--- src/rtl/slc_cfg.svh ---
// constants for the servo loop compensation block: offsets, fields, resets, timing
// assumes a 32-bit apb slave with byte addresses and a 50 mhz pclk
`ifndef SLC_CFG_SVH
`define SLC_CFG_SVH
`define SLC_A_CFG 8'h00
`define SLC_A_GRAV 8'h04
`define SLC_A_GAIN 8'h08
`define SLC_A_SPDTC 8'h0c
`define SLC_A_BLAMT 8'h10
`define SLC_A_GNUM 8'h14
`define SLC_A_GDEN 8'h18
`define SLC_A_STAT 8'h1c
`define SLC_A_CMD 8'h20
`define SLC_B_GRAV_EN 0
`define SLC_B_CMODE 4
`define SLC_B_SDET 8
`define SLC_B_BLDIR 12
`define SLC_B_RESTART 0
`define SLC_RST_CMODE 2'h1
`define SLC_CMODE_RSVD 2'h2
`define SLC_RST_GAIN 12'h7d0
`define SLC_GAIN_MIN 12'h064
`define SLC_GRAV_LIM 32'sh000003e8
`define SLC_BL_LIM 32'sh0007a120
`define SLC_RST_GEAR 16'h0001
`define SLC_BL_FRAC 40'h00_0000_000a
`define SLC_LIM_SCALE 58'h3a980
`define SLC_CLK_NS 20
`define SLC_TS_NS 10000
`define SLC_TS_CYC (`SLC_TS_NS / `SLC_CLK_NS)
`define SLC_TS_UNITS 40'h00_0000_0001
`endif

--- src/rtl/slc_pkg.sv ---
// types shared by the servo loop compensation block
// assumes slc_cfg.svh carries the register, limit and timing constants; mode and state codes are defined here
package slc_pkg;
  typedef enum logic [1:0] {
    SLC_MODE_POS = 2'h0,
    SLC_MODE_SPD = 2'h1,
    SLC_MODE_TRQ = 2'h2
  } slc_ctrl_t;
  typedef enum logic [2:0] {
    SLC_S_IDLE = 3'h1,
    SLC_S_BL = 3'h2,
    SLC_S_FLT = 3'h4
  } slc_state_t;
endpackage : slc_pkg

--- src/rtl/slc_div.sv ---
// serial unsigned restoring divider, one quotient bit per clock
// assumes the caller never divides by zero; both operands are taken at start
`timescale 1ns/1ps
`default_nettype none
module slc_div (
  input wire logic pclk,
  input wire logic presetn,
  input wire logic start,
  input wire logic [39:0] dividend,
  input wire logic [39:0] divisor,
  output logic busy,
  output logic done,
  output logic [39:0] quotient
);
  logic [39:0] rem_r;
  // divisor held here: the caller's operand select moves on while dividing
  logic [39:0] dvs_r;
  logic [5:0] cnt_r;
  logic [40:0] trial;

  // shifted remainder stays below twice the divisor, so bit 40 is the borrow
  assign trial = {rem_r, quotient[39]} - {1'b0, dvs_r};

  always_ff @(posedge pclk or negedge presetn) begin
    if (!presetn) begin
      rem_r <= 40'h00_0000_0000;
      dvs_r <= 40'h00_0000_0000;
      quotient <= 40'h00_0000_0000;
      cnt_r <= 6'h00;
      busy <= 1'b0;
      done <= 1'b0;
    end else if (start) begin
      rem_r <= 40'h00_0000_0000;
      quotient <= dividend;
      dvs_r <= divisor;
      cnt_r <= 6'h28;
      busy <= 1'b1;
      done <= 1'b0;
    end else if (busy) begin
      if (!trial[40]) begin
        rem_r <= trial[39:0];
        quotient <= {quotient[38:0], 1'b1};
      end else begin
        rem_r <= {rem_r[38:0], quotient[39]};
        quotient <= {quotient[38:0], 1'b0};
      end
      cnt_r <= cnt_r - 6'h01;
      busy <= (cnt_r != 6'h01);
      done <= (cnt_r == 6'h01);
    end else begin
      done <= 1'b0;
    end
  end
endmodule : slc_div
`default_nettype wire

--- src/rtl/slc_comp_top.sv ---
// servo loop compensation: gravity torque offset, current loop settings,
// speed feedback lag filter and backlash compensation, behind an apb slave
// assumes synchronous inputs on pclk (50 mhz) and pos_ref in encoder pulses
`timescale 1ns/1ps
`default_nettype none
`include "slc_cfg.svh"
module slc_comp_top import slc_pkg::*; (
  input wire logic pclk,
  input wire logic presetn,
  input wire logic psel,
  input wire logic penable,
  input wire logic pwrite,
  input wire logic [7:0] paddr,
  input wire logic [31:0] pwdata,
  output logic [31:0] prdata,
  output logic pready,
  output logic pslverr,
  input wire logic [1:0] ctrl_mode,
  input wire logic motor_rotary,
  input wire logic servo_on,
  input wire logic overtravel,
  input wire logic [15:0] motor_max_speed,
  input wire logic [25:0] encoder_res,
  input wire logic [31:0] pos_ref,
  input wire logic pos_ref_valid,
  output logic [31:0] pos_cmd,
  output logic pos_cmd_valid,
  input wire logic [15:0] torque_ref,
  output logic [16:0] torque_cmd,
  input wire logic [31:0] spd_fb,
  output logic [31:0] spd_fb_filt,
  output logic [1:0] cur_mode,
  output logic [11:0] cur_gain,
  output logic speed_det_method,
  output logic bl_active,
  output logic [31:0] bl_comp
);
  function automatic logic signed [31:0] sat(input logic signed [31:0] v,
                                             input logic signed [31:0] lim);
    if (v > lim) sat = lim;
    else if (v < -lim) sat = -lim;
    else sat = v;
  endfunction : sat
  function automatic logic [39:0] mag40(input logic signed [39:0] v);
    mag40 = v[39] ? 40'(-v) : v;
  endfunction : mag40
  // stored settings (software view)
  logic grav_en_r;
  logic [1:0] cmode_r;
  logic sdet_r;
  logic bldir_r;
  logic signed [10:0] grav_r;
  logic [11:0] gain_r;
  logic [15:0] spdtc_r;
  logic signed [20:0] blamt_r;
  logic [15:0] gnum_r;
  logic [15:0] gden_r;
  // settings in force since the last restart
  logic grav_en_act_r;
  logic bldir_act_r;
  logic restart;
  logic wr_en;
  logic rd_setup;
  logic addr_ok;
  logic [31:0] rd_val;
  logic signed [31:0] wsat;
  assign pready = 1'b1;
  assign wr_en = psel & penable & pwrite;
  assign rd_setup = psel & ~penable & ~pwrite;
  assign wsat = $signed(pwdata);
  assign restart = wr_en & (paddr == `SLC_A_CMD) & pwdata[`SLC_B_RESTART];
  always_comb begin
    addr_ok = 1'b1;
    case (paddr)
      `SLC_A_CFG, `SLC_A_GRAV, `SLC_A_GAIN, `SLC_A_SPDTC,
      `SLC_A_BLAMT, `SLC_A_GNUM, `SLC_A_GDEN, `SLC_A_STAT, `SLC_A_CMD: addr_ok = 1'b1;
      default: addr_ok = 1'b0;
    endcase
  end
  assign pslverr = psel & penable & ~addr_ok;
  always_ff @(posedge pclk or negedge presetn) begin
    if (!presetn) begin
      grav_en_r <= 1'b0;
      cmode_r <= `SLC_RST_CMODE;
      sdet_r <= 1'b0;
      bldir_r <= 1'b0;
    end else if (wr_en && paddr == `SLC_A_CFG) begin
      grav_en_r <= pwdata[`SLC_B_GRAV_EN];
      if (pwdata[`SLC_B_CMODE+1] == 1'b0) cmode_r <= pwdata[`SLC_B_CMODE +: 2];
      sdet_r <= pwdata[`SLC_B_SDET];
      bldir_r <= pwdata[`SLC_B_BLDIR];
    end
  end
  always_ff @(posedge pclk or negedge presetn) begin
    if (!presetn) begin
      grav_r <= 11'h000;
      gain_r <= `SLC_RST_GAIN;
      spdtc_r <= 16'h0000;
      blamt_r <= 21'h00_0000;
      gnum_r <= `SLC_RST_GEAR;
      gden_r <= `SLC_RST_GEAR;
    end else if (wr_en) begin
      case (paddr)
        `SLC_A_GRAV: grav_r <= 11'(sat(wsat, `SLC_GRAV_LIM));
        `SLC_A_GAIN: begin
          if (pwdata > 32'(`SLC_RST_GAIN)) gain_r <= `SLC_RST_GAIN;
          else if (pwdata < 32'(`SLC_GAIN_MIN)) gain_r <= `SLC_GAIN_MIN;
          else gain_r <= pwdata[11:0];
        end
        `SLC_A_SPDTC: spdtc_r <= pwdata[15:0];
        `SLC_A_BLAMT: blamt_r <= 21'(sat(wsat, `SLC_BL_LIM));
        // a zero gear denominator would divide by zero; zero in either gear term reads back as one
        `SLC_A_GNUM: gnum_r <= (pwdata[15:0] == 16'h0000) ? `SLC_RST_GEAR : pwdata[15:0];
        `SLC_A_GDEN: gden_r <= (pwdata[15:0] == 16'h0000) ? `SLC_RST_GEAR : pwdata[15:0];
        default: ;
      endcase
    end
  end

  always_ff @(posedge pclk or negedge presetn) begin
    if (!presetn) begin
      grav_en_act_r <= 1'b0;
      cur_mode <= `SLC_RST_CMODE;
      speed_det_method <= 1'b0;
      bldir_act_r <= 1'b0;
    end else if (restart) begin
      grav_en_act_r <= grav_en_r;
      cur_mode <= cmode_r;
      speed_det_method <= sdet_r;
      bldir_act_r <= bldir_r;
    end
  end
  assign cur_gain = gain_r;
  always_ff @(posedge pclk or negedge presetn) begin
    if (!presetn) torque_cmd <= 17'h0_0000;
    else torque_cmd <= 17'($signed(torque_ref)) +
                       (grav_en_act_r ? 17'($signed(grav_r)) : 17'h0_0000);
  end
  // sample tick and shared divider sequencing
  logic [9:0] tick_cnt_r;
  logic tick;
  slc_state_t state_r;
  logic div_start;
  logic div_done;
  logic [39:0] div_q;
  logic [39:0] div_a;
  logic [39:0] div_b;
  logic signed [31:0] x_r;
  logic signed [32:0] diff;
  logic [39:0] bl_mag_r;
  logic bl_neg_r;
  assign tick = (tick_cnt_r == 10'(`SLC_TS_CYC - 1));
  always_ff @(posedge pclk or negedge presetn) begin
    if (!presetn) tick_cnt_r <= 10'h000;
    else tick_cnt_r <= tick ? 10'h000 : tick_cnt_r + 10'h001;
  end
  assign diff = {x_r[31], x_r} - {spd_fb_filt[31], spd_fb_filt};
  assign div_start = (state_r == SLC_S_IDLE && tick) || (state_r == SLC_S_BL && div_done);
  always_comb begin
    if (state_r == SLC_S_IDLE) begin
      div_a = 40'(mag40(40'(blamt_r))) * 40'(gnum_r);
      div_b = 40'(gden_r) * `SLC_BL_FRAC;
    end else begin
      // step equals diff times ts over tc plus ts
      div_a = 40'(diff[32] ? 33'(-diff) : diff) * `SLC_TS_UNITS;
      div_b = 40'(spdtc_r) + `SLC_TS_UNITS;
    end
  end

  slc_div u_div (
    .pclk(pclk),
    .presetn(presetn),
    .start(div_start),
    .dividend(div_a),
    .divisor(div_b),
    .busy(),
    .done(div_done),
    .quotient(div_q)
  );
  always_ff @(posedge pclk or negedge presetn) begin
    if (!presetn) begin
      state_r <= SLC_S_IDLE;
      x_r <= 32'sh0000_0000;
      spd_fb_filt <= 32'h0000_0000;
      bl_mag_r <= 40'h00_0000_0000;
      bl_neg_r <= 1'b0;
    end else begin
      case (state_r)
        SLC_S_IDLE: if (tick) begin
          x_r <= $signed(spd_fb);
          state_r <= SLC_S_BL;
        end
        SLC_S_BL: if (div_done) begin
          bl_mag_r <= div_q;
          bl_neg_r <= blamt_r[20];
          state_r <= SLC_S_FLT;
        end
        SLC_S_FLT: if (div_done) begin
          // lag update, zero tc passes through
          if (spdtc_r == 16'h0000) spd_fb_filt <= x_r;
          else if (diff[32]) spd_fb_filt <= spd_fb_filt - div_q[31:0];
          else spd_fb_filt <= spd_fb_filt + div_q[31:0];
          state_r <= SLC_S_IDLE;
        end
        default: state_r <= SLC_S_IDLE;
      endcase
    end
  end
  // backlash path
  logic bl_lim_ok;
  logic bl_on;
  logic signed [31:0] bl_pulses;
  logic signed [31:0] delta;
  logic signed [31:0] pos_prev_r;
  logic mv_same;
  logic mv_opp;
  logic [31:0] comp_nxt;
  // limit in pulses, 60 over 0.00025 folded
  assign bl_lim_ok = (58'(bl_mag_r) * `SLC_LIM_SCALE) <=
                     (58'(motor_max_speed) * 58'(encoder_res));
  assign bl_pulses = bl_neg_r ? -$signed(bl_mag_r[31:0]) : $signed(bl_mag_r[31:0]);
  assign bl_on = (ctrl_mode == SLC_MODE_POS) & motor_rotary & servo_on & ~overtravel
                 & bl_lim_ok;
  assign delta = $signed(pos_ref) - pos_prev_r;
  assign mv_same = bldir_act_r ? (delta < 0) : (delta > 0);
  assign mv_opp = bldir_act_r ? (delta > 0) : (delta < 0);

  always_comb begin
    comp_nxt = bl_comp;
    if (!bl_on) comp_nxt = 32'h0000_0000;
    else if (pos_ref_valid && mv_same) comp_nxt = bl_pulses;
    else if (pos_ref_valid && mv_opp) comp_nxt = 32'h0000_0000;
  end

  always_ff @(posedge pclk or negedge presetn) begin
    if (!presetn) begin
      bl_comp <= 32'h0000_0000;
      pos_prev_r <= 32'sh0000_0000;
      pos_cmd <= 32'h0000_0000;
      pos_cmd_valid <= 1'b0;
    end else begin
      bl_comp <= comp_nxt;
      pos_cmd_valid <= pos_ref_valid;
      if (pos_ref_valid) begin
        pos_prev_r <= $signed(pos_ref);
        pos_cmd <= pos_ref + comp_nxt;
      end
    end
  end
  assign bl_active = (bl_comp != 32'h0000_0000);

  // read data registered in the setup phase so prdata comes from a flop
  always_comb begin
    case (paddr)
      `SLC_A_CFG: rd_val = 32'({bldir_r, 3'h0, sdet_r, 2'h0, cmode_r, 3'h0, grav_en_r});
      `SLC_A_GRAV: rd_val = 32'($signed(grav_r));
      `SLC_A_GAIN: rd_val = 32'(gain_r);
      `SLC_A_SPDTC: rd_val = 32'(spdtc_r);
      `SLC_A_BLAMT: rd_val = 32'($signed(blamt_r));
      `SLC_A_GNUM: rd_val = 32'(gnum_r);
      `SLC_A_GDEN: rd_val = 32'(gden_r);
      `SLC_A_STAT: rd_val = 32'({bl_lim_ok, bl_active, bldir_act_r, speed_det_method,
                                 cur_mode, grav_en_act_r});
      default: rd_val = 32'h0000_0000;
    endcase
  end
  always_ff @(posedge pclk or negedge presetn) begin
    if (!presetn) prdata <= 32'h0000_0000;
    else if (rd_setup) prdata <= rd_val;
  end
endmodule : slc_comp_top
`default_nettype wire

--- config.mk ---
export PLATFORM = sky130hd
export DESIGN_NAME = slc_comp_top
export DESIGN_NICKNAME = d
export VERILOG_FILES = /design/src/rtl/slc_pkg.sv /design/src/rtl/slc_div.sv /design/src/rtl/slc_comp_top.sv
export VERILOG_INCLUDE_DIRS = /design/src /design/src/rtl
export SDC_FILE = /design/constraint.sdc
export NUM_CORES = 2
export LEC_CHECK = 0
export ABC_AREA = 1
export BUFFER_PORTS_ARGS = -buffer_cell sky130_fd_sc_hd__buf_2
export CORE_MARGIN = 5
export CORE_UTILIZATION = 41
export DETAILED_ROUTE_END_ITERATION = 7
export GPL_TIMING_DRIVEN = 0
export SLEW_MARGIN = 25
export SYNTH_ARGS = -nofsm -noshare
export SYNTH_HDL_FRONTEND = slang
export SYNTH_SLANG_ARGS = --single-unit
--- constraint.sdc ---
create_clock -name pclk -period 8.8 [get_ports pclk]
set_clock_uncertainty 0.15 [all_clocks]
set_input_delay 1.76 -clock pclk [delete_from_list [all_inputs] [get_ports pclk]]
set_output_delay 1.76 -clock pclk [all_outputs]
set_load 0.005 [all_outputs]
==> impl_metrics.tcl <==
set metrics [dict create \
    finalPower_uw 23000 \
    wire_per_inst_microns 20.0 \
    tightest_slew_ns 1.17 \
    cpMostUsedCell "nand2_2" \
    dieHeight_microns 424 \
    grt_pass1_vias 65897 \
    synthArstFlopShare_pct 100 \
    min_path_type "reg -> reg" \
    initial_core_util_pct 41.1 \
    worst_path_max_delay_cell "fa_2" \
    drv_slew 0 \
    worstReg2RegEnd "pos_cmd[28]" \
    critPathCaptureType "register" \
    rsz0062_at_grt "true" \
    r2r-start "bl_mag_r[14]" \
    rows 152 \
    p_leak_uw 0.0442 \
    yosysUniqueCellTypes 75 \
    hpwl_microns 205000 \
    layout_min_cycle_time_ns 11.35 \
    synth_top_cells_by_count "2331 x nand2_1, 1858 x inv_1, 938 x fa_1, 641 x nor2_1, 573 x ha_1" \
    port_buffers 289 \
    status "finished with violations" \
    finalWorstSetupSlack_ns -2.55 \
    clock-sinks 461 \
    violations "setup timing" \
    die_w_microns 424 \
    fmax_ghz 0.0881 \
    rrSetupSlack_ns -1.26 \
    power_frac_seq_pct 9.5 \
    core_sq_um 171000 \
    vias 64724 \
    cts-hold-fix-buffers 0 \
    critical_path_class "in -> reg" \
    yosys_warnings 0 \
    rr_worst_depth 50 \
    place_area_sq_um 76500 \
    cts_max_path_buffers 3 \
    h-tree-depth 2 \
    yosys.area.top_type "fa_1" \
    drtAntennaViolNets 0 \
    max-slew-margin-rel_pct 21.8 \
    design_area_sq_um 83200 \
    setup-violations-final 65 \
    synthTopCellsByArea "fa_1 27%, dfrtp_1 16%, nand2_1 12%" \
    syn_area_sq_um 70300 \
    synth.avg_cell_area_sq_um 7.56 \
    overflow 0 \
    p_clk_share_pct 12.3 \
    finalNetCount 11732 \
    grt_use_total_pct 27.2 \
    ir_drop_v 0.000774 \
    drive_gt1_share_pct 11.9 \
    tritoncts "done" \
    max_stage_delay_ns 0.58 \
    syn2layout_area_growth_pct 18.3 \
    grt_pass1_wl_microns 383000 \
    hold_viol 0 \
    drtIter0Drc 4959 \
    numCtsBuffers 61 \
    fin_util_pct 48.6 \
    power.switching_uw 11600 \
    worstPathMaxFanout 7 \
    clk_pin_slew_worst_paths_ns 0.07 \
    max_cap_viol_count 0 \
    worstHoldStart "prdata[9]" \
    viasPerCell 5.25 \
    yosysMostFrequentCell "nand2_1" \
    crit_end "pos_cmd[28]" \
    dp_slack_ns -4.81 \
    root_buffer "clkbuf_16" \
    gp_congestion 0.964 \
    syn_inst 9305 \
    ios 337 \
    critPathLaunch "encoder_res[9]" \
    ys_seq_area_share_pct 16.4 \
    yosysTopAreaCellShare_pct 26.7 \
    swShare_pct 50.3 \
    clock_latency_ns 0.72 \
    internal_power_uw 11400 \
    antenna_found_initial 1 \
    drc 0 \
    n_fill_cell 16962 \
    synth_ff_type "dfrtp_1" \
    pwr_density_cell_nw_per_um2 277 \
    drt-total-wl_microns 247000 \
    dr.pass1.iters 8 \
    pwr-share-comb_pct 78.2 \
    crit_arrival_ns 11.77 \
    min_period_over_period_pct 129 \
    worstPathRequired_ns 9.22 \
    synth-seq-cells 461 \
    startpoint_type "input pin" \
    fp.dieArea_sq_um 180000 \
    grt_start_max_net_pins 89 \
    synth-edff-count 0 \
]
==> worst max-delay path: cells and delay by family <==
kind | cells | cell delay (ns)
adder cells (fa/ha/maj) | 10 | 4.24
AND/OR/NAND/NOR | 28 | 3.15
AO/OA/AOI/OAI | 7 | 1.32
buffers and inverters | 10 | 1.12
XOR/XNOR | 1 | 0.12
==> power groups by stage <==
stage / Clock (uW) / Combinational [uW] / Sequential (uW)
3_5_place_dp: 0 / 15200 / 2220
5_1_grt: 2960 / 20100 / 2190
2_1_floorplan: 0 / 11700 / 2220
3_3_place_gp: 0 / 15000 / 2220
6_report: 2840 / 18000 / 2190
4_1_cts: 2880 / 16900 / 2190
==> cell usage in the layout (no fill, tap or decap), types with 179 or more instances in the layout <==
cell	Yosys	final
nand2_1	2331	2281
inv_1	1858	1832
fa_1	938	919
nor2_1	641	617
ha_1	573	527
dfrtp_1	450	449
o21ai_0	464	431
a21oi_1	452	406
buf_2	32	314
nand3_1	275	259
xor2_1	183	179
==> cell type report <==
type	count	area, sq um	share of cell area [%]
multi-input cells	6838	52900	63.6
flip-flops and latches	461	11600	13.9
inverters	1874	7040	8.46
repair buffers	515	3720	4.47
plain buffers	297	2900	3.48
well taps	2233	2790	3.36
clock buffers	71	1660	2.00
clock inverters	45	629	0.756
diodes	2	5.00	0.00601
==> routing by layer <==
metal	vias to the layer above	GRT usage, %	routed length [microns]
met2	2158	45.3	117000
met5	-	0	0
li1	30198	-	-
met3	409	4.28	16700
met1	31959	36.1	104000
met4	0	9.29	9370
==> registers in the layout, summed over array words and instances (netlist names), 32 cells and up <==
signal and count:
bl_comp 32, bl_mag_r 40, pos_cmd 32, pos_prev_r 32, spd_fb_filt 32, u_div.quotient 40
u_div.rem_r 40, x_r 32
==> per-stage QoR <==
step,setup TNS (ns),hold slack (ns),cells
after floorplan,-40.66,0.283,9473
after detailed placement,-214.96,0.315,12000
after global routing,-114.47,0.339,12334
final,-88.39,0.325,12336
after global placement,-2012.82,0.307,11995
after CTS,-77.55,0.329,12263
==> cell families (layout without fill, tap and decap cells) <==
kind of cell | after synthesis | in the layout | share of synthesized area [%]
simple gates | 3583 | 3583 | 20.9
other cells | 2 | 172 | 0.0107
compound gates | 1296 | 1296 | 10.4
buf+inv | 2174 | 2802 | 11.8
xor+xnor | 278 | 278 | 3.56
fa+ha+maj | 1511 | 1511 | 36.9
flops | 461 | 461 | 16.4
==> timing repair <==
| item | 4_1_cts | 5_1_grt |
|---|---|---|
| gates cloned | 4 | 0 |
| gates resized for setup | 368 | 199 |
| buffers inserted | 154 | 92 |
| setup endpoints to repair | 85 | 87 |
| pin swaps | 132 | 84 |
==> worst min-delay path by stage <==
stage	endpoint	cells past startpoint
CTS	prdata[11]	1
global placement	tick_cnt_r[0]	1
floorplan	tick_cnt_r[0]	1
detailed placement	prdata[11]	1
finish	prdata[9]	2
global route	pos_cmd[0]	2
(Power assumes the default switching activity.)
